==> config.mk <==
export PLATFORM = sky130hd
export DESIGN_NAME = cfm_core
export DESIGN_NICKNAME = d
export VERILOG_FILES = /design/src/cfm_pkg.sv /design/src/cfm_core.sv
export SDC_FILE = /design/constraint.sdc
export NUM_CORES = 1
export LEC_CHECK = 0
export BUFFER_PORTS_ARGS = -buffer_cell sky130_fd_sc_hd__buf_4
export CAP_MARGIN = 20
export CORE_ASPECT_RATIO = 2
export CORE_MARGIN = 5
export CORE_UTILIZATION = 25
export CTS_CLUSTER_SIZE = 24
export DETAILED_ROUTE_END_ITERATION = 8
export PLACE_DENSITY = 0.43
export RECOVER_POWER = 25
export SYNTH_ARGS = -nofsm -noshare
export SYNTH_HDL_FRONTEND = slang
export SYNTH_SLANG_ARGS = --single-unit
==> constraint.sdc <==
create_clock -name mclk -period 8.56 [get_ports mclk]
set_input_delay 0.428 -clock mclk [delete_from_list [all_inputs] [get_ports mclk]]
set_output_delay 0.428 -clock mclk [all_outputs]
set_load 0.1 [all_outputs]
==> src/cfm_pkg.sv <==
// Purpose: constants for the flag and interrupt-mask core
// Assumes: 20 MHz mclk, synchronous active-high reset
// Notes:   register offsets are word indexes on the plain port
package cfm_pkg;
   // flag bit positions
   localparam int FL_V = 7;
   localparam int FL_H = 4;
   localparam int FL_I = 3;
   localparam int FL_N = 2;
   localparam int FL_Z = 1;
   localparam int FL_C = 0;
   localparam logic [7:0] FLAGS_RST   = 8'h68;
   localparam logic [7:0] FLAGS_FIXED = 8'h60;
   localparam logic [15:0] STACK_RST  = 16'h00ff;
   // opcodes
   localparam logic [7:0] OP_PREFIX = 8'h9e;
   localparam logic [7:0] OP_SPADD  = 8'ha7;
   localparam logic [7:0] OP_IXADD  = 8'haf;
   localparam logic [3:0] LO_ADC    = 4'h9;
   localparam logic [3:0] LO_ADD    = 4'hb;
   localparam logic [3:0] LO_AND    = 4'h4;
   localparam logic [3:0] LO_SHL    = 4'h8;
   localparam logic [3:0] LO_SHR    = 4'h7;
   // vectors
   localparam logic [15:0] VEC_BRK     = 16'hfffc;
   localparam logic [15:0] VEC_BRK_MON = 16'hfefc;
   localparam logic [15:0] VEC_IRQ_TOP = 16'hfffa;
   // stacking: pcl, pch, x, a, flags (index high byte never)
   localparam logic [2:0] PUSH_LAST = 3'h4;
   // register port
   localparam logic [1:0] OFS_FLAGS  = 2'h0;
   localparam logic [1:0] OFS_STATUS = 2'h1;
   typedef enum logic [2:0] {
      ST_IDLE, ST_EXEC, ST_PUSH, ST_VECT, ST_WAIT, ST_STOP, ST_STAB
   } cfm_state_e;
endpackage

==> src/cfm_core.sv <==
// Purpose: flag generation, interrupt mask, low-power and break sequencing
// Assumes: inputs synchronous to mclk; operands fetched outside
// Notes:   stacked bytes other than flags are supplied by the memory side
`timescale 1ns/1ps
module cfm_core #(
   parameter int          NIRQ        = 4,
   parameter int          STAB_CYCLES = 4096,
   parameter logic [7:0]  OP_DECADJ   = 8'h72,
   parameter logic [7:0]  OP_CLRMASK  = 8'h9a,
   parameter logic [7:0]  OP_RETI     = 8'h80,
   parameter logic [7:0]  OP_SWINT    = 8'h83,
   parameter logic [7:0]  OP_WAIT     = 8'h8f,
   parameter logic [7:0]  OP_STOP     = 8'h8e
) (
   input  wire logic             mclk,
   input  wire logic             rst,
   input  wire logic             execStart,
   input  wire logic [15:0]      opcode,
   input  wire logic [7:0]       operand,
   input  wire logic [7:0]       accIn,
   input  wire logic [NIRQ-1:0]  irqReq,
   input  wire logic             breakReq,
   input  wire logic             monitorMode,
   input  wire logic [1:0]       regAddr,
   input  wire logic [7:0]       regWrData,
   input  wire logic             regWr,
   input  wire logic             regRd,
   output logic [7:0]            regRdData,
   output logic                  ready,
   output logic                  done,
   output logic [7:0]            result,
   output logic [7:0]            condition_flags,
   output logic [15:0]           stack_pointer,
   output logic [15:0]           indexReg,
   output logic                  pushStrobe,
   output logic [2:0]            pushSel,
   output logic                  vectorFetch,
   output logic [15:0]           vectorAddr,
   output logic [NIRQ-1:0]       irqAck,
   output logic [7:0]            instrReg,
   output logic                  coreClockRun,
   output logic                  breakActive
);
   cfm_pkg::cfm_state_e state;
   logic [3:0]      cnt;
   logic [12:0]     stabCnt;
   logic [15:0]     pendOp;
   logic [7:0]      pendOpnd;
   logic [7:0]      pendRes;
   logic [7:0]      pendFlags;
   logic [NIRQ-1:0] svcAck;
   logic [15:0]     svcVec;

   // ***************************************
   // decode
   // ***************************************
   wire       isPre   = opcode[15:8] == cfm_pkg::OP_PREFIX;
   wire [3:0] hi      = opcode[7:4];
   wire [3:0] lo      = opcode[3:0];
   wire       aluPage = isPre ? (hi == 4'he || hi == 4'hd) : (hi >= 4'ha);
   wire       shPage  = isPre ? (hi == 4'h6) : (hi >= 4'h3 && hi <= 4'h7);
   wire       isAdc   = aluPage && lo == cfm_pkg::LO_ADC;
   wire       isAdd   = aluPage && lo == cfm_pkg::LO_ADD;
   wire       isAnd   = aluPage && lo == cfm_pkg::LO_AND;
   wire       isShl   = shPage && lo == cfm_pkg::LO_SHL;
   wire       isShr   = shPage && lo == cfm_pkg::LO_SHR;
   wire       isDecAdj = !isPre && opcode[7:0] == OP_DECADJ;
   wire       isAluOp = isAdc || isAdd || isAnd || isShl || isShr || isDecAdj;

   // table cycle counts per addressing mode
   function automatic logic [3:0] cycFor(input logic [15:0] op);
      logic [3:0] h;
      h = op[7:4];
      cycFor = 4'h1;
      if (op[15:8] == cfm_pkg::OP_PREFIX)
         cycFor = (h == 4'hd) ? 4'h5 : (h == 4'he && op[3:0] != 4'h7
                  && op[3:0] != 4'h8) ? 4'h4 : (h == 4'h6) ? 4'h5 : 4'h1;
      else if (op[7:0] == cfm_pkg::OP_SPADD || op[7:0] == cfm_pkg::OP_IXADD)
         cycFor = 4'h2;
      else if (h >= 4'ha)
         cycFor = (h == 4'ha || h == 4'hf) ? 4'h2 : (h == 4'hb || h == 4'he)
                  ? 4'h3 : 4'h4;
      else if (h >= 4'h3 && h <= 4'h7)
         cycFor = (h == 4'h3 || h == 4'h6) ? 4'h4 : (h == 4'h7) ? 4'h3 : 4'h1;
      else if (op[7:0] == OP_DECADJ)
         cycFor = 4'h2;
   endfunction

   // ***************************************
   // arithmetic and flags
   // ***************************************
   wire       cin    = isAdc && condition_flags[cfm_pkg::FL_C];
   wire [8:0] sum9   = {1'b0, accIn} + {1'b0, operand} + {8'h00, cin};
   wire [4:0] half5  = {1'b0, accIn[3:0]} + {1'b0, operand[3:0]} + {4'h0, cin};
   wire       lowFix = condition_flags[cfm_pkg::FL_H] || accIn[3:0] > 4'h9;
   wire       hiFix  = condition_flags[cfm_pkg::FL_C] || accIn > 8'h99 ||
                       (accIn > 8'h89 && accIn[3:0] > 4'h9);
   wire [7:0] daaCor = {hiFix ? 4'h6 : 4'h0, lowFix ? 4'h6 : 4'h0};
   wire [8:0] daa9   = {1'b0, accIn} + {1'b0, daaCor};
   wire [7:0] shl    = {operand[6:0], 1'b0};
   wire [7:0] shr    = {operand[7], operand[7:1]};
   wire [7:0] aluRes = (isAdc || isAdd) ? sum9[7:0] : isAnd ? (accIn & operand) :
                       isShl ? shl : isShr ? shr : isDecAdj ? daa9[7:0] : accIn;
   wire       addV   = (accIn[7] == operand[7]) && (sum9[7] != accIn[7]);
   wire       nFlag  = aluRes[7];
   wire       zFlag  = aluRes == 8'h00;
   wire       cFlag  = (isAdc || isAdd) ? sum9[8] : isShl ? operand[7] :
                       isShr ? operand[0] : isDecAdj ? (hiFix || daa9[8]) :
                       condition_flags[cfm_pkg::FL_C];
   wire       vFlag  = (isAdc || isAdd) ? addV : isAnd ? 1'b0 :
                       (isShl || isShr) ? (nFlag ^ cFlag) :
                       condition_flags[cfm_pkg::FL_V];
   wire       hFlag  = (isAdc || isAdd) ? half5[4] : condition_flags[cfm_pkg::FL_H];
   wire [7:0] aluFlags = {vFlag, 2'b11, hFlag, condition_flags[cfm_pkg::FL_I],
                          nFlag, zFlag, cFlag};

   // ***************************************
   // interrupt selection
   // ***************************************
   function automatic logic [NIRQ-1:0] pickFirst(input logic [NIRQ-1:0] req);
      pickFirst = '0;
      for (int k = NIRQ - 1; k >= 0; k--) begin
         if (req[k]) begin
            pickFirst = '0;
            pickFirst[k] = 1'b1;
         end
      end
   endfunction

   wire [NIRQ-1:0] irqPick = pickFirst(irqReq);
   logic [15:0] irqVec;
   always_comb begin
      irqVec = cfm_pkg::VEC_IRQ_TOP;
      for (int k = NIRQ - 1; k >= 0; k--) begin
         if (irqReq[k])
            irqVec = cfm_pkg::VEC_IRQ_TOP - 16'(2 * (k + 1));
      end
   end
   wire irqTake = |irqReq && !condition_flags[cfm_pkg::FL_I];
   wire brkTake = breakReq && !breakActive;
   wire accept  = state == cfm_pkg::ST_IDLE && execStart && ready;
   wire commit  = state == cfm_pkg::ST_EXEC && cnt == 4'h0;
   wire [7:0] opLo   = pendOp[7:0];
   wire       pendPre = pendOp[15:8] == cfm_pkg::OP_PREFIX;
   wire [15:0] sext  = {{8{pendOpnd[7]}}, pendOpnd};
   wire       stabDone = stabCnt == 13'(STAB_CYCLES - 1);

   // ***************************************
   // sequencer
   // ***************************************
   always_ff @(posedge mclk) begin
      if (rst) begin
         state        <= cfm_pkg::ST_IDLE;
         cnt          <= 4'h0;
         stabCnt      <= 13'h0000;
         condition_flags <= cfm_pkg::FLAGS_RST;
         stack_pointer <= cfm_pkg::STACK_RST;
         indexReg     <= 16'h0000;
         pendOp       <= 16'h0000;
         pendOpnd     <= 8'h00;
         pendRes      <= 8'h00;
         pendFlags    <= cfm_pkg::FLAGS_RST;
         result       <= 8'h00;
         ready        <= 1'b0;
         done         <= 1'b0;
         pushStrobe   <= 1'b0;
         pushSel      <= 3'h0;
         vectorFetch  <= 1'b0;
         vectorAddr   <= 16'h0000;
         irqAck       <= '0;
         svcAck       <= '0;
         svcVec       <= 16'h0000;
         instrReg     <= 8'h00;
         coreClockRun <= 1'b1;
         breakActive  <= 1'b0;
      end else begin
         done        <= 1'b0;
         vectorFetch <= 1'b0;
         irqAck      <= '0;
         pushStrobe  <= 1'b0;
         if (regWr && regAddr == cfm_pkg::OFS_FLAGS)
            condition_flags <= regWrData | cfm_pkg::FLAGS_FIXED |
               (condition_flags & 8'h08);
         unique case (state)
            cfm_pkg::ST_IDLE: begin
               if (accept) begin
                  state     <= cfm_pkg::ST_EXEC;
                  ready     <= 1'b0;
                  cnt       <= cycFor(opcode) - 4'h1;
                  pendOp    <= opcode;
                  pendOpnd  <= operand;
                  pendRes   <= aluRes;
                  pendFlags <= isAluOp ? aluFlags : condition_flags;
               end else if (brkTake) begin
                  instrReg    <= OP_SWINT;
                  breakActive <= 1'b1;
                  svcAck      <= '0;
                  svcVec      <= monitorMode ? cfm_pkg::VEC_BRK_MON
                                             : cfm_pkg::VEC_BRK;
                  state       <= cfm_pkg::ST_PUSH;
                  pushSel     <= 3'h0;
                  pushStrobe  <= 1'b1;
                  ready       <= 1'b0;
               end else if (irqTake) begin
                  svcAck     <= irqPick;
                  svcVec     <= irqVec;
                  state      <= cfm_pkg::ST_PUSH;
                  pushSel    <= 3'h0;
                  pushStrobe <= 1'b1;
                  ready      <= 1'b0;
               end else begin
                  ready <= 1'b1;
               end
            end
            cfm_pkg::ST_EXEC: begin
               cnt <= cnt - 4'h1;
               if (commit) begin
                  done            <= 1'b1;
                  result          <= pendRes;
                  condition_flags <= pendFlags | cfm_pkg::FLAGS_FIXED;
                  state           <= cfm_pkg::ST_IDLE;
                  if (!pendPre && opLo == cfm_pkg::OP_SPADD)
                     stack_pointer <= stack_pointer + sext;
                  if (!pendPre && opLo == cfm_pkg::OP_IXADD)
                     indexReg <= indexReg + sext;
                  if (!pendPre && opLo == OP_CLRMASK)
                     condition_flags[cfm_pkg::FL_I] <= 1'b0;
                  if (!pendPre && opLo == OP_RETI) begin
                     condition_flags <= pendOpnd | cfm_pkg::FLAGS_FIXED;
                     if (!breakReq)
                        breakActive <= 1'b0;
                  end
                  if (!pendPre && opLo == OP_SWINT) begin
                     svcAck     <= '0;
                     svcVec     <= cfm_pkg::VEC_BRK;
                     state      <= cfm_pkg::ST_PUSH;
                     pushSel    <= 3'h0;
                     pushStrobe <= 1'b1;
                  end
                  if (!pendPre && (opLo == OP_WAIT || opLo == OP_STOP)) begin
                     condition_flags[cfm_pkg::FL_I] <= 1'b0;
                     coreClockRun <= 1'b0;
                     state <= (opLo == OP_WAIT) ? cfm_pkg::ST_WAIT
                                                : cfm_pkg::ST_STOP;
                  end
               end
            end
            cfm_pkg::ST_PUSH: begin
               // pcl, pch, x, a, flags; index high is left to software
               if (pushSel == cfm_pkg::PUSH_LAST) begin
                  condition_flags[cfm_pkg::FL_I] <= 1'b1;
                  state <= cfm_pkg::ST_VECT;
               end else begin
                  pushSel    <= pushSel + 3'h1;
                  pushStrobe <= 1'b1;
               end
            end
            cfm_pkg::ST_VECT: begin
               vectorFetch <= 1'b1;
               vectorAddr  <= svcVec;
               irqAck      <= svcAck;
               state       <= cfm_pkg::ST_IDLE;
            end
            cfm_pkg::ST_WAIT: begin
               if (|irqReq) begin
                  coreClockRun <= 1'b1;
                  state        <= cfm_pkg::ST_IDLE;
               end
            end
            cfm_pkg::ST_STOP: begin
               stabCnt <= 13'h0000;
               if (irqReq[0])
                  state <= cfm_pkg::ST_STAB;
            end
            cfm_pkg::ST_STAB: begin
               stabCnt <= stabCnt + 13'h0001;
               if (stabDone) begin
                  coreClockRun <= 1'b1;
                  state        <= cfm_pkg::ST_IDLE;
               end
            end
         endcase
      end
   end

   // ***************************************
   // register port
   // ***************************************
   wire inLowPower = state == cfm_pkg::ST_WAIT || state == cfm_pkg::ST_STOP ||
                     state == cfm_pkg::ST_STAB;
   wire [7:0] statusByte = {5'h00, inLowPower, breakActive, ready};
   wire [7:0] rdMux = (regAddr == cfm_pkg::OFS_FLAGS) ? condition_flags :
                      (regAddr == cfm_pkg::OFS_STATUS) ? statusByte : 8'h00;

   always_ff @(posedge mclk) begin
      if (rst)
         regRdData <= 8'h00;
      else
         regRdData <= regRd ? rdMux : 8'h00;
   end

   // ***************************************
   // checks
   // ***************************************
   logic [12:0] stopGap;
   always_ff @(posedge mclk) begin
      if (rst || state != cfm_pkg::ST_STAB)
         stopGap <= 13'h0000;
      else
         stopGap <= stopGap + 13'h0001;
   end

   reset_mask_set_a: assert property (@(posedge mclk)
      rst |=> condition_flags[cfm_pkg::FL_I]) else $error("mask not set by reset");
   fixed_bits_a: assert property (@(posedge mclk) disable iff (rst)
      condition_flags[6:5] == 2'b11) else $error("flag bits 6 5 not one");
   masked_block_a: assert property (@(posedge mclk) disable iff (rst)
      (state == cfm_pkg::ST_IDLE && !accept && !brkTake &&
       condition_flags[cfm_pkg::FL_I]) |=> !pushStrobe)
      else $error("masked interrupt taken");
   push_five_a: assert property (@(posedge mclk) disable iff (rst)
      $rose(pushStrobe) |-> pushStrobe[*5] ##1 !pushStrobe)
      else $error("stacking not five bytes");
   mask_before_vec_a: assert property (@(posedge mclk) disable iff (rst)
      vectorFetch |-> condition_flags[cfm_pkg::FL_I] && $past(!pushStrobe))
      else $error("mask not set before vector");
   half_carry_a: assert property (@(posedge mclk) disable iff (rst)
      (accept && isAdd) |-> ##1 pendFlags[cfm_pkg::FL_H] ==
         ($past(accIn[3:0]) + {1'b0, $past(operand[3:0])} > 5'h0f))
      else $error("half carry wrong");
   zero_neg_a: assert property (@(posedge mclk) disable iff (rst)
      (commit && pendOp[15:8] != cfm_pkg::OP_PREFIX &&
       pendOp[7:0] == 8'hab) |=> condition_flags[cfm_pkg::FL_Z] == (result == 8'h00)
         && condition_flags[cfm_pkg::FL_N] == result[7])
      else $error("zero or negative flag wrong");
   sp_add_a: assert property (@(posedge mclk) disable iff (rst)
      (accept && !isPre && opcode[7:0] == cfm_pkg::OP_SPADD) |-> ##3
         stack_pointer == 16'($past(stack_pointer, 3) +
            {{8{$past(operand[7], 3)}}, $past(operand, 3)})
         && done && condition_flags == $past(condition_flags, 3))
      else $error("stack add wrong");
   wait_mask_a: assert property (@(posedge mclk) disable iff (rst)
      (state == cfm_pkg::ST_WAIT) |-> !condition_flags[cfm_pkg::FL_I] && !coreClockRun)
      else $error("wait mask or clock wrong");
   stab_delay_a: assert property (@(posedge mclk) disable iff (rst)
      $rose(coreClockRun) && $past(state) == cfm_pkg::ST_STAB |->
         $past(stopGap) == 13'(STAB_CYCLES - 1)) else $error("stop restart early");
   break_end_a: assert property (@(posedge mclk) disable iff (rst)
      (commit && breakActive && !breakReq && pendOp[15:8] != cfm_pkg::OP_PREFIX &&
       pendOp[7:0] == OP_RETI) |=> !breakActive) else $error("break not ended");
endmodule

==> results.json <==
{
  "status": "finished with violations",
  "violations": "capacitance limit, slew limit",
  "report.final.slew_viol_count": 45,
  "critical_path.top_delay_family": "compound AO/OA/AOI/OAI gates",
  "wire_per_inst_um": 16.8,
  "synth_edf_count": 0,
  "period_share": 0.501,
  "crit_path_max_incr_delay_ns": 0.51,
  "max_freq_mhz": 233,
  "yosysSeqAreaShare": 0.333,
  "placed_area_um2": 9760,
  "grt_pass1_vias": 7842,
  "dp_hpwl_um": 21000,
  "layout-drive-gt1-share": 0.127,
  "drc": 0,
  "worstPathMaxFanout": 17,
  "die-area_um2": 38100,
  "syn_area_um2": 8530,
  "cp.arrival_ns": 4.61,
  "total_power_mw": 2.30,
  "worst_slack_ns": 4.27,
  "utilization": 0.302,
  "cts.sinks": 142,
  "final_area_um2": 10100,
  "crit_type": "primary input to register",
  "start_kind": "primary input",
  "globalplace.congestion": 0.802,
  "end_kind": "register",
  "worstReg2RegEnd": "indexReg[15]",
  "ys_ff_latch": 142,
  "hold_class": "primary input to register",
  "crit_chain": "buf_4 > nand4b_1 > o31ai_1 > a21oi_1 > nand2_1 > nor3_1 > fa_1 > a211oi_1 > o21bai_1 > a2111o_1 > a21oi_1 > nor3b_1 > a221oi_2 > nand4b_1 > a311oi_1",
  "required_ns": 8.88,
  "async_reset_ff_frac": 0,
  "n_fill_cell": 3724,
  "pwr_density_cell_nw_per_um2": 227,
  "cts_buffers": 17,
  "grt_overflow": 0,
  "crit_slowest_cell": "nand2_1",
  "routed_via_density": 4.87,
  "synth_ff_type": "dfxtp_1",
  "r2r_cells": 9,
  "setup_viol": 0,
  "finalHoldViolCount": 0,
  "cts_buffer_depth": 2,
  "drv_cap": 1,
  "clk_latency_ns": 0.44,
  "slew_headroom": -0.355,
  "worst_pin_slew_ns": 2.03,
  "timing.setup.tns_ns": 0,
  "cts_resized": 0,
  "htreeDepth": 4,
  "port_buffers": 137,
  "drt_pre_antenna_iters": 5,
  "post_cts_buffers": 0,
  "cts_root_buf": "clkbuf_16",
  "io_pins": 146,
  "grt_pass1_wl_um": 42600,
  "clk_pin_slew_ns": 0.06,
  "chipHeight_um": 271,
  "cts_hold_buffers": 0,
  "critPathBufInv": 1,
  "multi_input_area_um2": 5210,
  "cts_tree": "built",
  "syn_area_per_cell_um2": 7.91,
  "min_from": "opcode[11]",
  "rr_startpoint": "state[1]",
  "r2r_slack_ns": 4.47,
  "wirelength_um": 27400,
  "rsz0062_at_grt": "no",
  "antenna_found_initial": 0,
  "finClkSkew_ns": 0.0132,
  "period_needed_ns": 4.29,
  "yosys_warnings": 0,
  "grt_max_degree": 90,
  "p_leak_nw": 3.98,
  "rows": 95,
  "n_antenna_cell": 0,
  "synthToLayoutAreaGrowth_pct": 18.9,
  "dieWidth_um": 141,
  "netlist_instances": 1078,
  "preCtsSetupSlack_ns": 3.84,
  "route.vias.total": 7914,
  "final_nets": 1280,
  "start_util": 0.253,
  "track_usage": 0.142,
  "peakVddDrop_v": 0.000148,
  "drtIter0Drc": 309,
  "core-area_um2": 33600,
  "ys_types": 81,
  "holdPathEnd": "pendOp[11]",
  "hold_depth": 3,
  "seq_area_um2": 2840,
  "postRouteAntennaNets": 0
}
-- worst min-delay path, stage by stage --
cell,delay (ns)
buf_4,0.12
nand2_1,0.05
a21oi_1,0.05
-- cell usage after synthesis, types with 19 or more instances --
library cell	instances	area share
o21ai_0	48	0.028
ha_1	46	0.067
a21oi_1	115	0.067
nor3_1	36	0.021
clkbuf_1	41	0.018
dfxtp_1	142	0.33
a211oi_1	21	0.018
nor2_1	105	0.046
nand3_1	32	0.019
inv_1	23	0.010
buf_4	19	0.017
mux2i_1	22	0.026
nand2_1	156	0.069
-- per-stage QoR --
step | std cells | hold slack [ns]
2_1_floorplan | 1083 | 0.427
3_3_place_gp | 1593 | 0.440
3_5_place_dp | 1593 | 0.446
4_1_cts | 1625 | 0.220
5_1_grt | 1625 | 0.241
6_report | 1625 | 0.250
-- kinds of logic (layout without fill, tap and decap cells) --
logic type,count (synthesis),count (layout),share of synthesized area
AND/OR/NAND/NOR,456,456,0.259
AO/OA/AOI/OAI,280,280,0.209
flip-flops,142,142,0.333
buffers and inverters,93,199,0.0587
adder cells (fa/ha/maj),51,51,0.0792
XOR/XNOR,30,30,0.0308
multiplexers,25,25,0.0298
other,1,6,0.000440
-- area by class of cell --
type	instances	share of cell area
Multi-Input combinational cell	848	0.513
Sequential cell	142	0.280
Timing Repair Buffer	144	0.0881
Tap cell	436	0.0538
Clock buffer	21	0.0454
Clock inverter	11	0.0105
Inverter	23	0.00851
-- metal layers --
| metal | routed length, µm | share of wire | global-route usage | up-vias |
|---|---|---|---|---|
| li1 | - | - | - | 4019 |
| met1 | 10200 | 0.37 | 0.142 | 3721 |
| met2 | 15600 | 0.57 | 0.280 | 140 |
| met3 | 789 | 0.029 | 0.0257 | 34 |
| met4 | 726 | 0.027 | 0.0569 | 0 |
| met5 | 0 | 0 | 0 | - |
-- where the power goes --
group	internal [mW]	total (mW)	switching [mW]
clock network	0.418	0.728	0.310
registers	0.724	0.798	0.0737
logic	0.228	0.775	0.547
-- state kept, by name (all words and copies together) (netlist names), 3 cells and up --
name	flops
condition_flags	8
irqAck	4
pendFlags	6
regRdData	8
pendOpnd	8
pendOp	16
svcAck	4
stabCnt	13
indexReg	16
stack_pointer	16
vectorAddr	5
pushSel	3
cnt	4
state	3
pendRes	8
svcVec	5
result	8
-- placed cells by master (no fill, tap or decap), drive strengths merged, types with 5 or more instances in the layout --
cell type | Yosys | routed
a211o | 9 | 9
nor2 | 105 | 105
nand3b | 9 | 9
o21ai | 50 | 50
nand3 | 32 | 32
fa | 5 | 5
or4 | 5 | 5
conb | 1 | 6
nand4 | 8 | 8
o21a | 12 | 12
or3 | 16 | 16
o211ai | 5 | 5
xnor2 | 16 | 16
nand2 | 156 | 156
clkbuf | 46 | 71
a21oi | 115 | 115
a21o | 9 | 9
and2 | 12 | 12
and3 | 10 | 10
ha | 46 | 46
dfxtp | 142 | 142
xor2 | 14 | 14
buf | 24 | 94
mux2i | 22 | 22
nor3 | 36 | 36
a211oi | 21 | 21
or2 | 9 | 9
nand2b | 17 | 17
nor2b | 15 | 15
o31ai | 6 | 6
a31oi | 10 | 10
inv | 23 | 27
-- worst max path at each step --
stage	startpoint	endpoint	slack, ns	depth (start not counted)
final	opcode[8]	pendFlags[1]	4.27	15
after global routing	opcode[8]	pendFlags[1]	3.94	15
after CTS	opcode[8]	pendFlags[1]	4.30	15
after detailed placement	opcode[8]	pendFlags[1]	3.84	15
after global placement	opcode[8]	pendFlags[1]	3.90	15
after floorplan	opcode[14]	pendFlags[1]	4.99	15
Power figures use the tool's default switching activity.
